`src/logic/rtcint_pkg.sv`:
```
package rtcint_pkg;

    // ========
    // Register offsets
    localparam logic [7:0] ADDR_ALARM_MINUTE    = 8'h07;
    localparam logic [7:0] ADDR_ALARM_HOUR      = 8'h08;
    localparam logic [7:0] ADDR_ALARM_DAY       = 8'h09;
    localparam logic [7:0] ADDR_COUNTDOWN_VALUE = 8'h0A;
    localparam logic [7:0] ADDR_SELECT_CONFIG   = 8'h0B;
    localparam logic [7:0] ADDR_EVENT_FLAGS     = 8'h0C;
    localparam logic [7:0] ADDR_CONTROL         = 8'h0D;

    // ========
    // Field positions
    localparam int SEL_CLOCK_SELECT_LO = 2;
    localparam int SEL_ALARM_KIND      = 1;
    localparam int SEL_UPDATE_DIGIT    = 0;
    localparam int FLG_TIMER           = 2;
    localparam int FLG_ALARM           = 1;
    localparam int FLG_UPDATE          = 0;
    localparam int CTL_DIV_RESET       = 7;
    localparam int CTL_SQUARE_IRQ_EN   = 4;
    localparam int CTL_COUNTDOWN_RUN   = 3;
    localparam int CTL_COUNTDOWN_IRQ   = 2;
    localparam int CTL_ALARM_IRQ       = 1;
    localparam int CTL_UPDATE_IRQ      = 0;

    // ========
    // Reset values
    localparam logic [7:0] RST_BYTE = 8'h00;

    // ========
    // Source clock selections
    typedef enum logic [1:0] {
        RTCINT_SRC_4096HZ = 2'h0,
        RTCINT_SRC_64HZ   = 2'h1,
        RTCINT_SRC_1HZ    = 2'h2,
        RTCINT_SRC_MINUTE = 2'h3
    } rtcint_src_t;

    // ========
    // Timing
    localparam int OSC_HZ            = 32768;
    localparam int SECONDS_PER_MIN   = 60;
    localparam int PULSE_SHORT_NS    = 122000;
    localparam int PULSE_LONG_NS     = 7810000;
    localparam longint NS_PER_S      = 64'h3B9ACA00;
    // Nearest whole oscillator tick
    localparam int PULSE_SHORT_TICKS =
        int'((64'(PULSE_SHORT_NS) * OSC_HZ + NS_PER_S / 2) / NS_PER_S);
    localparam int PULSE_LONG_TICKS  =
        int'((64'(PULSE_LONG_NS) * OSC_HZ + NS_PER_S / 2) / NS_PER_S);
    localparam int PULSE_CNT_W       = 9;

endpackage

```
`src/logic/rtcint_tick_if.sv`:
```
`timescale 1ns/1ps
interface rtcint_tick_if;
    logic divReset;
    logic tick32k;
    logic tick4096;
    logic tick64;
    logic tick1Hz;
    logic tickMinute;
    logic squareLow;

    modport source (
        input  divReset,
        output tick32k,
        output tick4096,
        output tick64,
        output tick1Hz,
        output tickMinute,
        output squareLow
    );
    modport sink (
        output divReset,
        input  tick32k,
        input  tick4096,
        input  tick64,
        input  tick1Hz,
        input  tickMinute,
        input  squareLow
    );
endinterface

```
`src/logic/rtcint_divider.sv`:
```
`timescale 1ns/1ps
module rtcint_divider
#(
    parameter int CLK_HZ = 100000000
) (
    input  wire logic   ref_clk,
    input  wire logic   rst,
    rtcint_tick_if.source ticks
);
    import rtcint_pkg::*;

    // ========
    // Parameter check
    if (CLK_HZ < 2 * OSC_HZ) begin : gBadClk
        $error("CLK_HZ too low for the oscillator tick");
    end

    // ========
    // Fractional phase accumulator, average rate is exact
    logic [31:0] phase_reg, phase_next;
    logic [14:0] div_reg, div_next;
    logic [5:0]  sec_reg, sec_next;
    logic        t32_reg, t32_next;
    logic        t4k_reg, t4k_next;
    logic        t64_reg, t64_next;
    logic        t1_reg, t1_next;
    logic        tMin_reg, tMin_next;
    logic        sq_reg, sq_next;

    always_comb begin
        logic [32:0] sum;
        sum = 33'(phase_reg) + 33'(OSC_HZ);
        t32_next  = 1'b0;
        phase_next = sum[31:0];
        if (sum >= 33'(CLK_HZ)) begin
            phase_next = 32'(sum - 33'(CLK_HZ));
            t32_next   = 1'b1;
        end
        div_next  = div_reg;
        sec_next  = sec_reg;
        t4k_next  = 1'b0;
        t64_next  = 1'b0;
        t1_next   = 1'b0;
        tMin_next = 1'b0;
        if (t32_next) begin
            div_next = div_reg + 15'h1;
            // Ticks mark the falling edge of each stage
            t4k_next = (div_reg[2:0] == 3'h7);
            t64_next = (div_reg[8:0] == 9'h1FF);
            t1_next  = (div_reg == 15'h7FFF);
            if (t1_next) begin
                if (sec_reg == 6'(SECONDS_PER_MIN - 1)) begin
                    sec_next  = 6'h0;
                    tMin_next = 1'b1;
                end else begin
                    sec_next = sec_reg + 6'h1;
                end
            end
        end
        // Slow stages held while divider reset is set
        if (ticks.divReset) begin
            div_next  = {6'h00, div_next[8:0]};
            sec_next  = 6'h0;
            t1_next   = 1'b0;
            tMin_next = 1'b0;
        end
        sq_next = div_next[14];
    end

    always_ff @(posedge ref_clk) begin
        if (rst) begin
            phase_reg <= 32'h0;
            div_reg   <= 15'h0;
            sec_reg   <= 6'h0;
            t32_reg   <= 1'b0;
            t4k_reg   <= 1'b0;
            t64_reg   <= 1'b0;
            t1_reg    <= 1'b0;
            tMin_reg  <= 1'b0;
            sq_reg    <= 1'b0;
        end else begin
            phase_reg <= phase_next;
            div_reg   <= div_next;
            sec_reg   <= sec_next;
            t32_reg   <= t32_next;
            t4k_reg   <= t4k_next;
            t64_reg   <= t64_next;
            t1_reg    <= t1_next;
            tMin_reg  <= tMin_next;
            sq_reg    <= sq_next;
        end
    end

    assign ticks.tick32k    = t32_reg;
    assign ticks.tick4096   = t4k_reg;
    assign ticks.tick64     = t64_reg;
    assign ticks.tick1Hz    = t1_reg;
    assign ticks.tickMinute = tMin_reg;
    assign ticks.squareLow  = sq_reg;
endmodule

```
`src/logic/rtcint_unit.sv`:
```
`timescale 1ns/1ps
module rtcint_unit
#(
    parameter int CLK_HZ = 100000000
) (
    input  wire logic       ref_clk,
    input  wire logic       rst,
    input  wire logic       regWrEn,
    input  wire logic [7:0] regAddr,
    input  wire logic [7:0] regWrData,
    output logic      [7:0] regRdData,
    input  wire logic       busStopSeen,
    input  wire logic       secondsChanged,
    input  wire logic       minutesChanged,
    input  wire logic       minuteCarry,
    input  wire logic [7:0] curMinute,
    input  wire logic [7:0] curHour,
    input  wire logic [7:0] curWeekday,
    input  wire logic [7:0] curDay,
    output logic            intN
);
    import rtcint_pkg::*;

    // ========
    // Helpers
    // Set wins over a clear in the same cycle
    function automatic logic flagNext(input logic cur, input logic set,
                                      input logic clr);
        return set | (cur & ~clr);
    endfunction

    function automatic logic isWrite(input logic en, input logic [7:0] a,
                                     input logic [7:0] off);
        return en && (a == off);
    endfunction

    // ========
    // Divider chain
    rtcint_tick_if ticks ();

    rtcint_divider #(
        .CLK_HZ (CLK_HZ)
    ) uDivider (
        .ref_clk (ref_clk),
        .rst     (rst),
        .ticks   (ticks)
    );

    // ========
    // Register file
    logic [7:0] almMin_reg, almMin_next;
    logic [7:0] almHour_reg, almHour_next;
    logic [7:0] almDay_reg, almDay_next;
    logic [7:0] cdValue_reg, cdValue_next;
    logic [7:0] select_reg, select_next;
    logic [7:0] control_reg, control_next;
    logic [7:0] rdData_reg, rdData_next;
    logic       wrFlags;
    logic       wrControl;

    assign wrFlags   = isWrite(regWrEn, regAddr, ADDR_EVENT_FLAGS);
    assign wrControl = isWrite(regWrEn, regAddr, ADDR_CONTROL);

    always_comb begin
        almMin_next  = almMin_reg;
        almHour_next = almHour_reg;
        almDay_next  = almDay_reg;
        cdValue_next = cdValue_reg;
        select_next  = select_reg;
        control_next = control_reg;
        // Alarm and count bytes are always plain storage
        if (isWrite(regWrEn, regAddr, ADDR_ALARM_MINUTE)) begin
            almMin_next = regWrData;
        end
        if (isWrite(regWrEn, regAddr, ADDR_ALARM_HOUR)) begin
            almHour_next = regWrData;
        end
        if (isWrite(regWrEn, regAddr, ADDR_ALARM_DAY)) begin
            almDay_next = regWrData;
        end
        if (isWrite(regWrEn, regAddr, ADDR_COUNTDOWN_VALUE)) begin
            cdValue_next = regWrData;
        end
        if (isWrite(regWrEn, regAddr, ADDR_SELECT_CONFIG)) begin
            select_next = regWrData;
        end
        if (wrControl) begin
            control_next = regWrData;
        end else if (busStopSeen) begin
            // Divider reset self-clears at the end of a bus transfer
            control_next[CTL_DIV_RESET] = 1'b0;
        end
    end

    // ========
    // Countdown timer
    typedef enum logic [1:0] {
        RTCINT_CD_IDLE,
        RTCINT_CD_COUNT
    } rtcint_cd_state_t;

    rtcint_cd_state_t cdState_reg, cdState_next;
    logic [7:0] cdCount_reg, cdCount_next;
    logic       srcTick;
    logic       cdFire;
    rtcint_src_t srcSel;

    assign srcSel = rtcint_src_t'(select_reg[SEL_CLOCK_SELECT_LO +: 2]);

    always_comb begin
        case (srcSel)
            RTCINT_SRC_4096HZ: srcTick = ticks.tick4096;
            RTCINT_SRC_64HZ:   srcTick = ticks.tick64;
            RTCINT_SRC_1HZ:    srcTick = ticks.tick1Hz;
            default:           srcTick = ticks.tickMinute;
        endcase
    end

    always_comb begin
        cdState_next = cdState_reg;
        cdCount_next = cdCount_reg;
        cdFire       = 1'b0;
        case (cdState_reg)
            RTCINT_CD_IDLE: begin
                // First counted edge is the one after the write
                if (wrControl && regWrData[CTL_COUNTDOWN_RUN]) begin
                    cdState_next = RTCINT_CD_COUNT;
                    cdCount_next = cdValue_reg;
                end
            end
            RTCINT_CD_COUNT: begin
                if (!control_reg[CTL_COUNTDOWN_RUN]) begin
                    cdState_next = RTCINT_CD_IDLE;
                end else if (wrControl) begin
                    cdCount_next = cdValue_reg;
                    if (!regWrData[CTL_COUNTDOWN_RUN]) begin
                        cdState_next = RTCINT_CD_IDLE;
                    end
                end else if (srcTick && cdCount_reg != 8'h00) begin
                    if (cdCount_reg == 8'h01) begin
                        cdFire       = 1'b1;
                        cdCount_next = cdValue_reg;
                    end else begin
                        cdCount_next = cdCount_reg - 8'h01;
                    end
                end else if (srcTick) begin
                    // Zero count never fires; pick up a new value
                    cdCount_next = cdValue_reg;
                end
            end
            default: begin
                cdState_next = RTCINT_CD_IDLE;
            end
        endcase
    end

    // ========
    // Alarm and update events
    logic alarmMatch;
    logic dayMatch;
    logic updEvent;

    always_comb begin
        if (select_reg[SEL_ALARM_KIND]) begin
            dayMatch = (almDay_reg == curDay);
        end else begin
            dayMatch = ((almDay_reg & curWeekday) != 8'h00);
        end
        alarmMatch = minuteCarry && (almMin_reg == curMinute)
                     && (almHour_reg == curHour) && dayMatch;
        // Digit changes are ignored while the divider is held
        updEvent = !control_reg[CTL_DIV_RESET] &&
                   (select_reg[SEL_UPDATE_DIGIT] ? minutesChanged
                                                 : secondsChanged);
    end

    // ========
    // Flags and pulses
    logic       tFlag_reg, tFlag_next;
    logic       aFlag_reg, aFlag_next;
    logic       uFlag_reg, uFlag_next;
    logic [PULSE_CNT_W-1:0] tPulse_reg, tPulse_next;
    logic [PULSE_CNT_W-1:0] uPulse_reg, uPulse_next;
    logic       intN_reg, intN_next;
    logic       pinLow;

    always_comb begin
        // Writing one is ignored, zero clears
        tFlag_next = flagNext(tFlag_reg, cdFire,
                              wrFlags && !regWrData[FLG_TIMER]);
        aFlag_next = flagNext(aFlag_reg, alarmMatch,
                              wrFlags && !regWrData[FLG_ALARM]);
        uFlag_next = flagNext(uFlag_reg, updEvent,
                              wrFlags && !regWrData[FLG_UPDATE]);

        tPulse_next = tPulse_reg;
        if (cdFire && control_reg[CTL_COUNTDOWN_IRQ]) begin
            tPulse_next = (srcSel == RTCINT_SRC_4096HZ)
                ? PULSE_CNT_W'(PULSE_SHORT_TICKS)
                : PULSE_CNT_W'(PULSE_LONG_TICKS);
        end else if (!tFlag_next) begin
            tPulse_next = '0;
        end else if (ticks.tick32k && tPulse_reg != '0) begin
            tPulse_next = tPulse_reg - PULSE_CNT_W'(1);
        end

        uPulse_next = uPulse_reg;
        if (updEvent && control_reg[CTL_UPDATE_IRQ]) begin
            uPulse_next = PULSE_CNT_W'(PULSE_LONG_TICKS);
        end else if (!uFlag_next) begin
            uPulse_next = '0;
        end else if (ticks.tick32k && uPulse_reg != '0) begin
            uPulse_next = uPulse_reg - PULSE_CNT_W'(1);
        end

        // Alarm holds the pin until its flag is cleared
        pinLow = (tPulse_next != '0)
                 || (aFlag_next && control_reg[CTL_ALARM_IRQ])
                 || (uPulse_next != '0)
                 || (control_reg[CTL_SQUARE_IRQ_EN] && ticks.squareLow);
        intN_next = !pinLow;
    end

    // ========
    // Read path, one cycle after the address
    always_comb begin
        case (regAddr)
            ADDR_ALARM_MINUTE:    rdData_next = almMin_reg;
            ADDR_ALARM_HOUR:      rdData_next = almHour_reg;
            ADDR_ALARM_DAY:       rdData_next = almDay_reg;
            ADDR_COUNTDOWN_VALUE: rdData_next = cdValue_reg;
            ADDR_SELECT_CONFIG:   rdData_next = select_reg;
            ADDR_EVENT_FLAGS:     rdData_next = {5'h00, tFlag_reg,
                                                 aFlag_reg, uFlag_reg};
            ADDR_CONTROL:         rdData_next = control_reg;
            default:              rdData_next = 8'h00;
        endcase
    end

    // ========
    // State registers
    always_ff @(posedge ref_clk) begin
        if (rst) begin
            almMin_reg  <= RST_BYTE;
            almHour_reg <= RST_BYTE;
            almDay_reg  <= RST_BYTE;
            cdValue_reg <= RST_BYTE;
            select_reg  <= RST_BYTE;
            control_reg <= RST_BYTE;
            rdData_reg  <= RST_BYTE;
            cdState_reg <= RTCINT_CD_IDLE;
            cdCount_reg <= 8'h00;
            tFlag_reg   <= 1'b0;
            aFlag_reg   <= 1'b0;
            uFlag_reg   <= 1'b0;
            tPulse_reg  <= '0;
            uPulse_reg  <= '0;
            intN_reg    <= 1'b1;
        end else begin
            almMin_reg  <= almMin_next;
            almHour_reg <= almHour_next;
            almDay_reg  <= almDay_next;
            cdValue_reg <= cdValue_next;
            select_reg  <= select_next;
            control_reg <= control_next;
            rdData_reg  <= rdData_next;
            cdState_reg <= cdState_next;
            cdCount_reg <= cdCount_next;
            tFlag_reg   <= tFlag_next;
            aFlag_reg   <= aFlag_next;
            uFlag_reg   <= uFlag_next;
            tPulse_reg  <= tPulse_next;
            uPulse_reg  <= uPulse_next;
            intN_reg    <= intN_next;
        end
    end

    assign ticks.divReset = control_reg[CTL_DIV_RESET];
    assign regRdData      = rdData_reg;
    assign intN           = intN_reg;
endmodule

```
`config.mk`:
```
export PLATFORM = sky130hd
export DESIGN_NAME = rtcint_unit
export DESIGN_NICKNAME = d
export VERILOG_FILES = /design/src/logic/rtcint_pkg.sv /design/src/logic/rtcint_tick_if.sv /design/src/logic/rtcint_divider.sv /design/src/logic/rtcint_unit.sv
export SDC_FILE = /design/constraint.sdc
export NUM_CORES = 1
export LEC_CHECK = 0
export BUFFER_PORTS_ARGS = -buffer_cell sky130_fd_sc_hd__buf_2
export CORE_UTILIZATION = 55
export DETAILED_ROUTE_END_ITERATION = 6
export GPL_TIMING_DRIVEN = 0
export PLACE_DENSITY = 0.82
export SYNTH_ARGS = -nofsm -noshare
export SYNTH_HDL_FRONTEND = slang
export SYNTH_HIERARCHICAL = 1
export SYNTH_SLANG_ARGS = --single-unit
```
`constraint.sdc`:
```
create_clock -name ref_clk -period 3.2 [get_ports ref_clk]
set_clock_uncertainty 0.1 [all_clocks]
set_input_delay 0.32 -clock ref_clk [delete_from_list [all_inputs] [get_ports ref_clk]]
set_output_delay 0.32 -clock ref_clk [all_outputs]
set_load 0.005 [all_outputs]
```
==> results by group <==
Finish
  • # diodes: 0
  • Non-filler cells in the finished layout: between 1000 and 1500
  • Post-route core utilization: 0.657
  • Area Overhead vs Synth: 16.8%
  • Max reg flops: 24
  • Layout Nets: 1123
  • Ratio of cells with drive above 1 in the final layout: 0.154

Placed design
  • IO buf count: 62
  • RD Place Congestion: around 0.93
  • Placed cells: 1210
  • Worst slack at placement: -0.415 ns
  • DP HPWL: approximately 14000 um

STA
  • Tightest Pin Transition: around 1.1 ns
  • Final worst setup slack: around 0.12 ns
  • Final hold vios: 0
  • Max Clk Rate: 325 MHz
  • Final hold slack: 0.0899 ns
  • Final setup fails: 0
  • Crit share post-route: 0.963
  • Min Tclk post-route: about 3.1 ns
  • Worst relative slew slack: 0.255
  • Slew Viols, Final: 0
  • Setup tns final: 0 ns

Worst setup path
  • RR Startpoint: uDivider/phase_reg[22]
  • Critical Path Max Stage Delay: roughly 0.48 ns
  • Reg2Reg Setup Slack: 0.12 ns
  • Data arrival time of the critical path: roughly 3.3 ns
  • Kind of critical path: reg2reg
  • Reg2Reg Depth: 12
  • R2r endpoint: uDivider/phase_reg[15]
  • CP max FO: 10
  • Chain of cells forming the critical path: nand4_1 > buf_4 > nor4_4 > buf_4 > o2111ai_1 > a211oi_2 > o211ai_4 > buf_4 > clkbuf_2 > o2111ai_1 > xnor2_1 > nor2_1
  • Crit end category: flop
  • Cell repeated most along the worst path: buf_4
  • Worst path required time: ~3.4 ns
  • Critical Path Source Type: flop
  • Slowest CP cell: dfxtp_1

Logic synthesis
  • Cells after Synth: 968
  • Main flop type after synthesis: dfxtp_1
  • Post-synthesis cell type count: 80
  • Syn. warnings: 6
  • Mapped Area: approximately 8000 um2
  • Async S/R FF share, synth: 0
  • Mapped Nets: 1036
  • Post-Syn Area per Cell: 8.04 um2
  • Number of synthesized flops with an enable pin: 0
  • Yosys reg bits: roughly 140
  • Register area share after synthesis: 0.352

Power
  • Pwr dens: approximately 640 nW/um2
  • LEAKAGE: 3.23 nW
  • Maximum VDD drop: roughly 0.42 mV

Clock network
  • CTS sink count: 137
  • Skew-Pair Late Insertion Delay: 0.43 ns
  • Max Root-Sink Buffers: 2
  • H-tree levels: 4
  • Clock slew at reported path FFs: around 0.060 ns
  • CTS tree: yes
  • Root buffer cell: clkbuf_16
  • CTS buffer count: 17

Floorplan
  • I/O pin cnt: 64
  • Initial Util: 0.563
  • Total core area: 13800 um2
  • Rows: 43
  • Area of the die: roughly 15000 um2
  • Die H: between 100 and 150 um
  • Die Span X: approximately 120 um

Min path
  • Worst hold path stage count: 3
  • Hold crit path type: in2reg
  • Hold Crit Start: busStopSeen
  • Hold worst-path end: control_reg[7]

Global routing
  • Largest net degree at the start of global routing: 17
  • Wire length of the first global-routing pass: 32500 um
  • Antenna violations before repair: 0
  • Gr ovfl total: 0
  • GRT Util Overall: 0.282
  • Number of global-route vias before repair: 6713

Detailed routing
  • Post-DRT Antenna Nets: 0
  • Vias after detailed routing: about 7500
  • WL per Instance: approximately 17 um
  • Router iterations before antenna repair: 6
  • Iter 0 DRT Violations: about 750
  • Vias per inst: ~6
  • Final WL: 20600 um
  • DRC Markers: 0

Outcome
  • Outcome: finished clean

Run
  • Max Cap Viol: 0
## synthesized netlist by cell type, drive strengths merged (5+ instances only)
master   number  area share
a211oi        6      0.0058
a21oi        79       0.051
a222oi        6      0.0077
a22oi         8      0.0077
a31oi         9      0.0092
and2         15       0.012
and3          9      0.0072
and4          7      0.0079
buf          15       0.010
clkbuf       42       0.020
dfxtp       137        0.35
ha           13       0.021
inv          30       0.014
mux2i        26       0.033
nand2       120       0.058
nand3        34       0.023
nand4        17       0.016
nor2        109       0.053
nor2b         8      0.0064
nor3         26       0.018
nor4         10       0.012
o2111ai       7      0.0079
o211ai       12       0.014
o21ai        46       0.030
or2           5      0.0040
or3          16       0.013
or4           6      0.0072
xnor2        55       0.062
xor2         15       0.017
## logic make-up (layout without fill, tap and decap cells)
group,Yosys count,in the layout,share of synthesized area
AOI/OAI and AO/OA,219,219,0.186
xor gates and xnor gates,70,70,0.0788
adders and majority gates,13,13,0.0209
buffers and inverters,87,187,0.0452
DFF,137,137,0.352
muxes,34,34,0.0508
and+or+nand+nor,408,408,0.266
## worst max-delay path by stage
stage	start	to	slack [ns]	depth (start not counted)
global placement	uDivider/phase_reg[16]	uDivider/phase_reg[15]	-0.41	11
global route	uDivider/phase_reg[17]	uDivider/div_reg[6]	-0.004	11
floorplan	uDivider/phase_reg[16]	uDivider/sec_reg[3]	0.15	10
detailed placement	uDivider/phase_reg[16]	uDivider/phase_reg[15]	-0.41	11
finish	uDivider/phase_reg[22]	uDivider/phase_reg[15]	0.12	12
CTS	uDivider/phase_reg[26]	uDivider/sec_reg[1]	0.02	10
## timing repair
item                                    in CTS  in global routing
pin swaps                                    2                  3
buffers inserted                             3                  7
hold buffers                                 0                  0
resized for setup                           12                 24
endpoints found under the setup margin      47                 44
## through the flow
stage	total power [mW]	instance area, um2
2_1_floorplan	3.27	7780
6_report	5.83	9090
3_5_place_dp	3.65	8320
5_1_grt	6.11	9090
3_3_place_gp	3.62	8320
4_1_cts	5.68	8970
## layer usage
layer  up-vias  wire, um  track usage  share of wire
met3        53      1500       0.0587          0.072
met2       293      9580        0.445           0.46
li1       3636         -            -              -
met5         -         0            0              0
met4         0       510        0.120          0.025
met1      3551      9050        0.373           0.44
## placed cells by master, fill, tap and decap left out, types with 13 or more instances in the layout
master / Yosys / layout
nor2_1: 109 / 109
o21ai_0: 44 / 44
mux2i_1: 26 / 26
xor2_1: 15 / 14
clkbuf_1: 42 / 32
clkbuf_16: 0 / 17
nand3_1: 33 / 33
nand2_1: 120 / 120
and2_1: 13 / 13
inv_1: 30 / 30
nor3_1: 24 / 23
nand4_1: 16 / 16
dfxtp_1: 137 / 134
xnor2_1: 55 / 55
buf_2: 11 / 71
or3_1: 16 / 16
a21oi_1: 79 / 77
## power by group
group | internal (mW) | switching (mW) | leakage, nW
combinational | 0.737 | 1.09 | 1.83
sequential | 1.86 | 0.172 | 1.11
clock | 1.16 | 0.807 | 0.287
## critical path: cells and delay by family, from the launching register on
family | cells | cell delay (ns)
AND/OR/NAND/NOR | 3 | 0.47
flip-flops | 1 | 0.48
buffers and inverters | 4 | 0.71
XOR/XNOR | 1 | 0.18
AO/OA/AOI/OAI | 4 | 1.00
## area by class of cell
class                      instances  area [um2]
buffer                            53         238
clock buffer                      17         425
clock inverter                    15         166
fill                            1115        4740
inverter                          30         113
multi-input combinational        744        4780
sequential                       137        2750
tap                              180         225
timing repair buffer              72         389
Power figures use the tool's default switching activity.
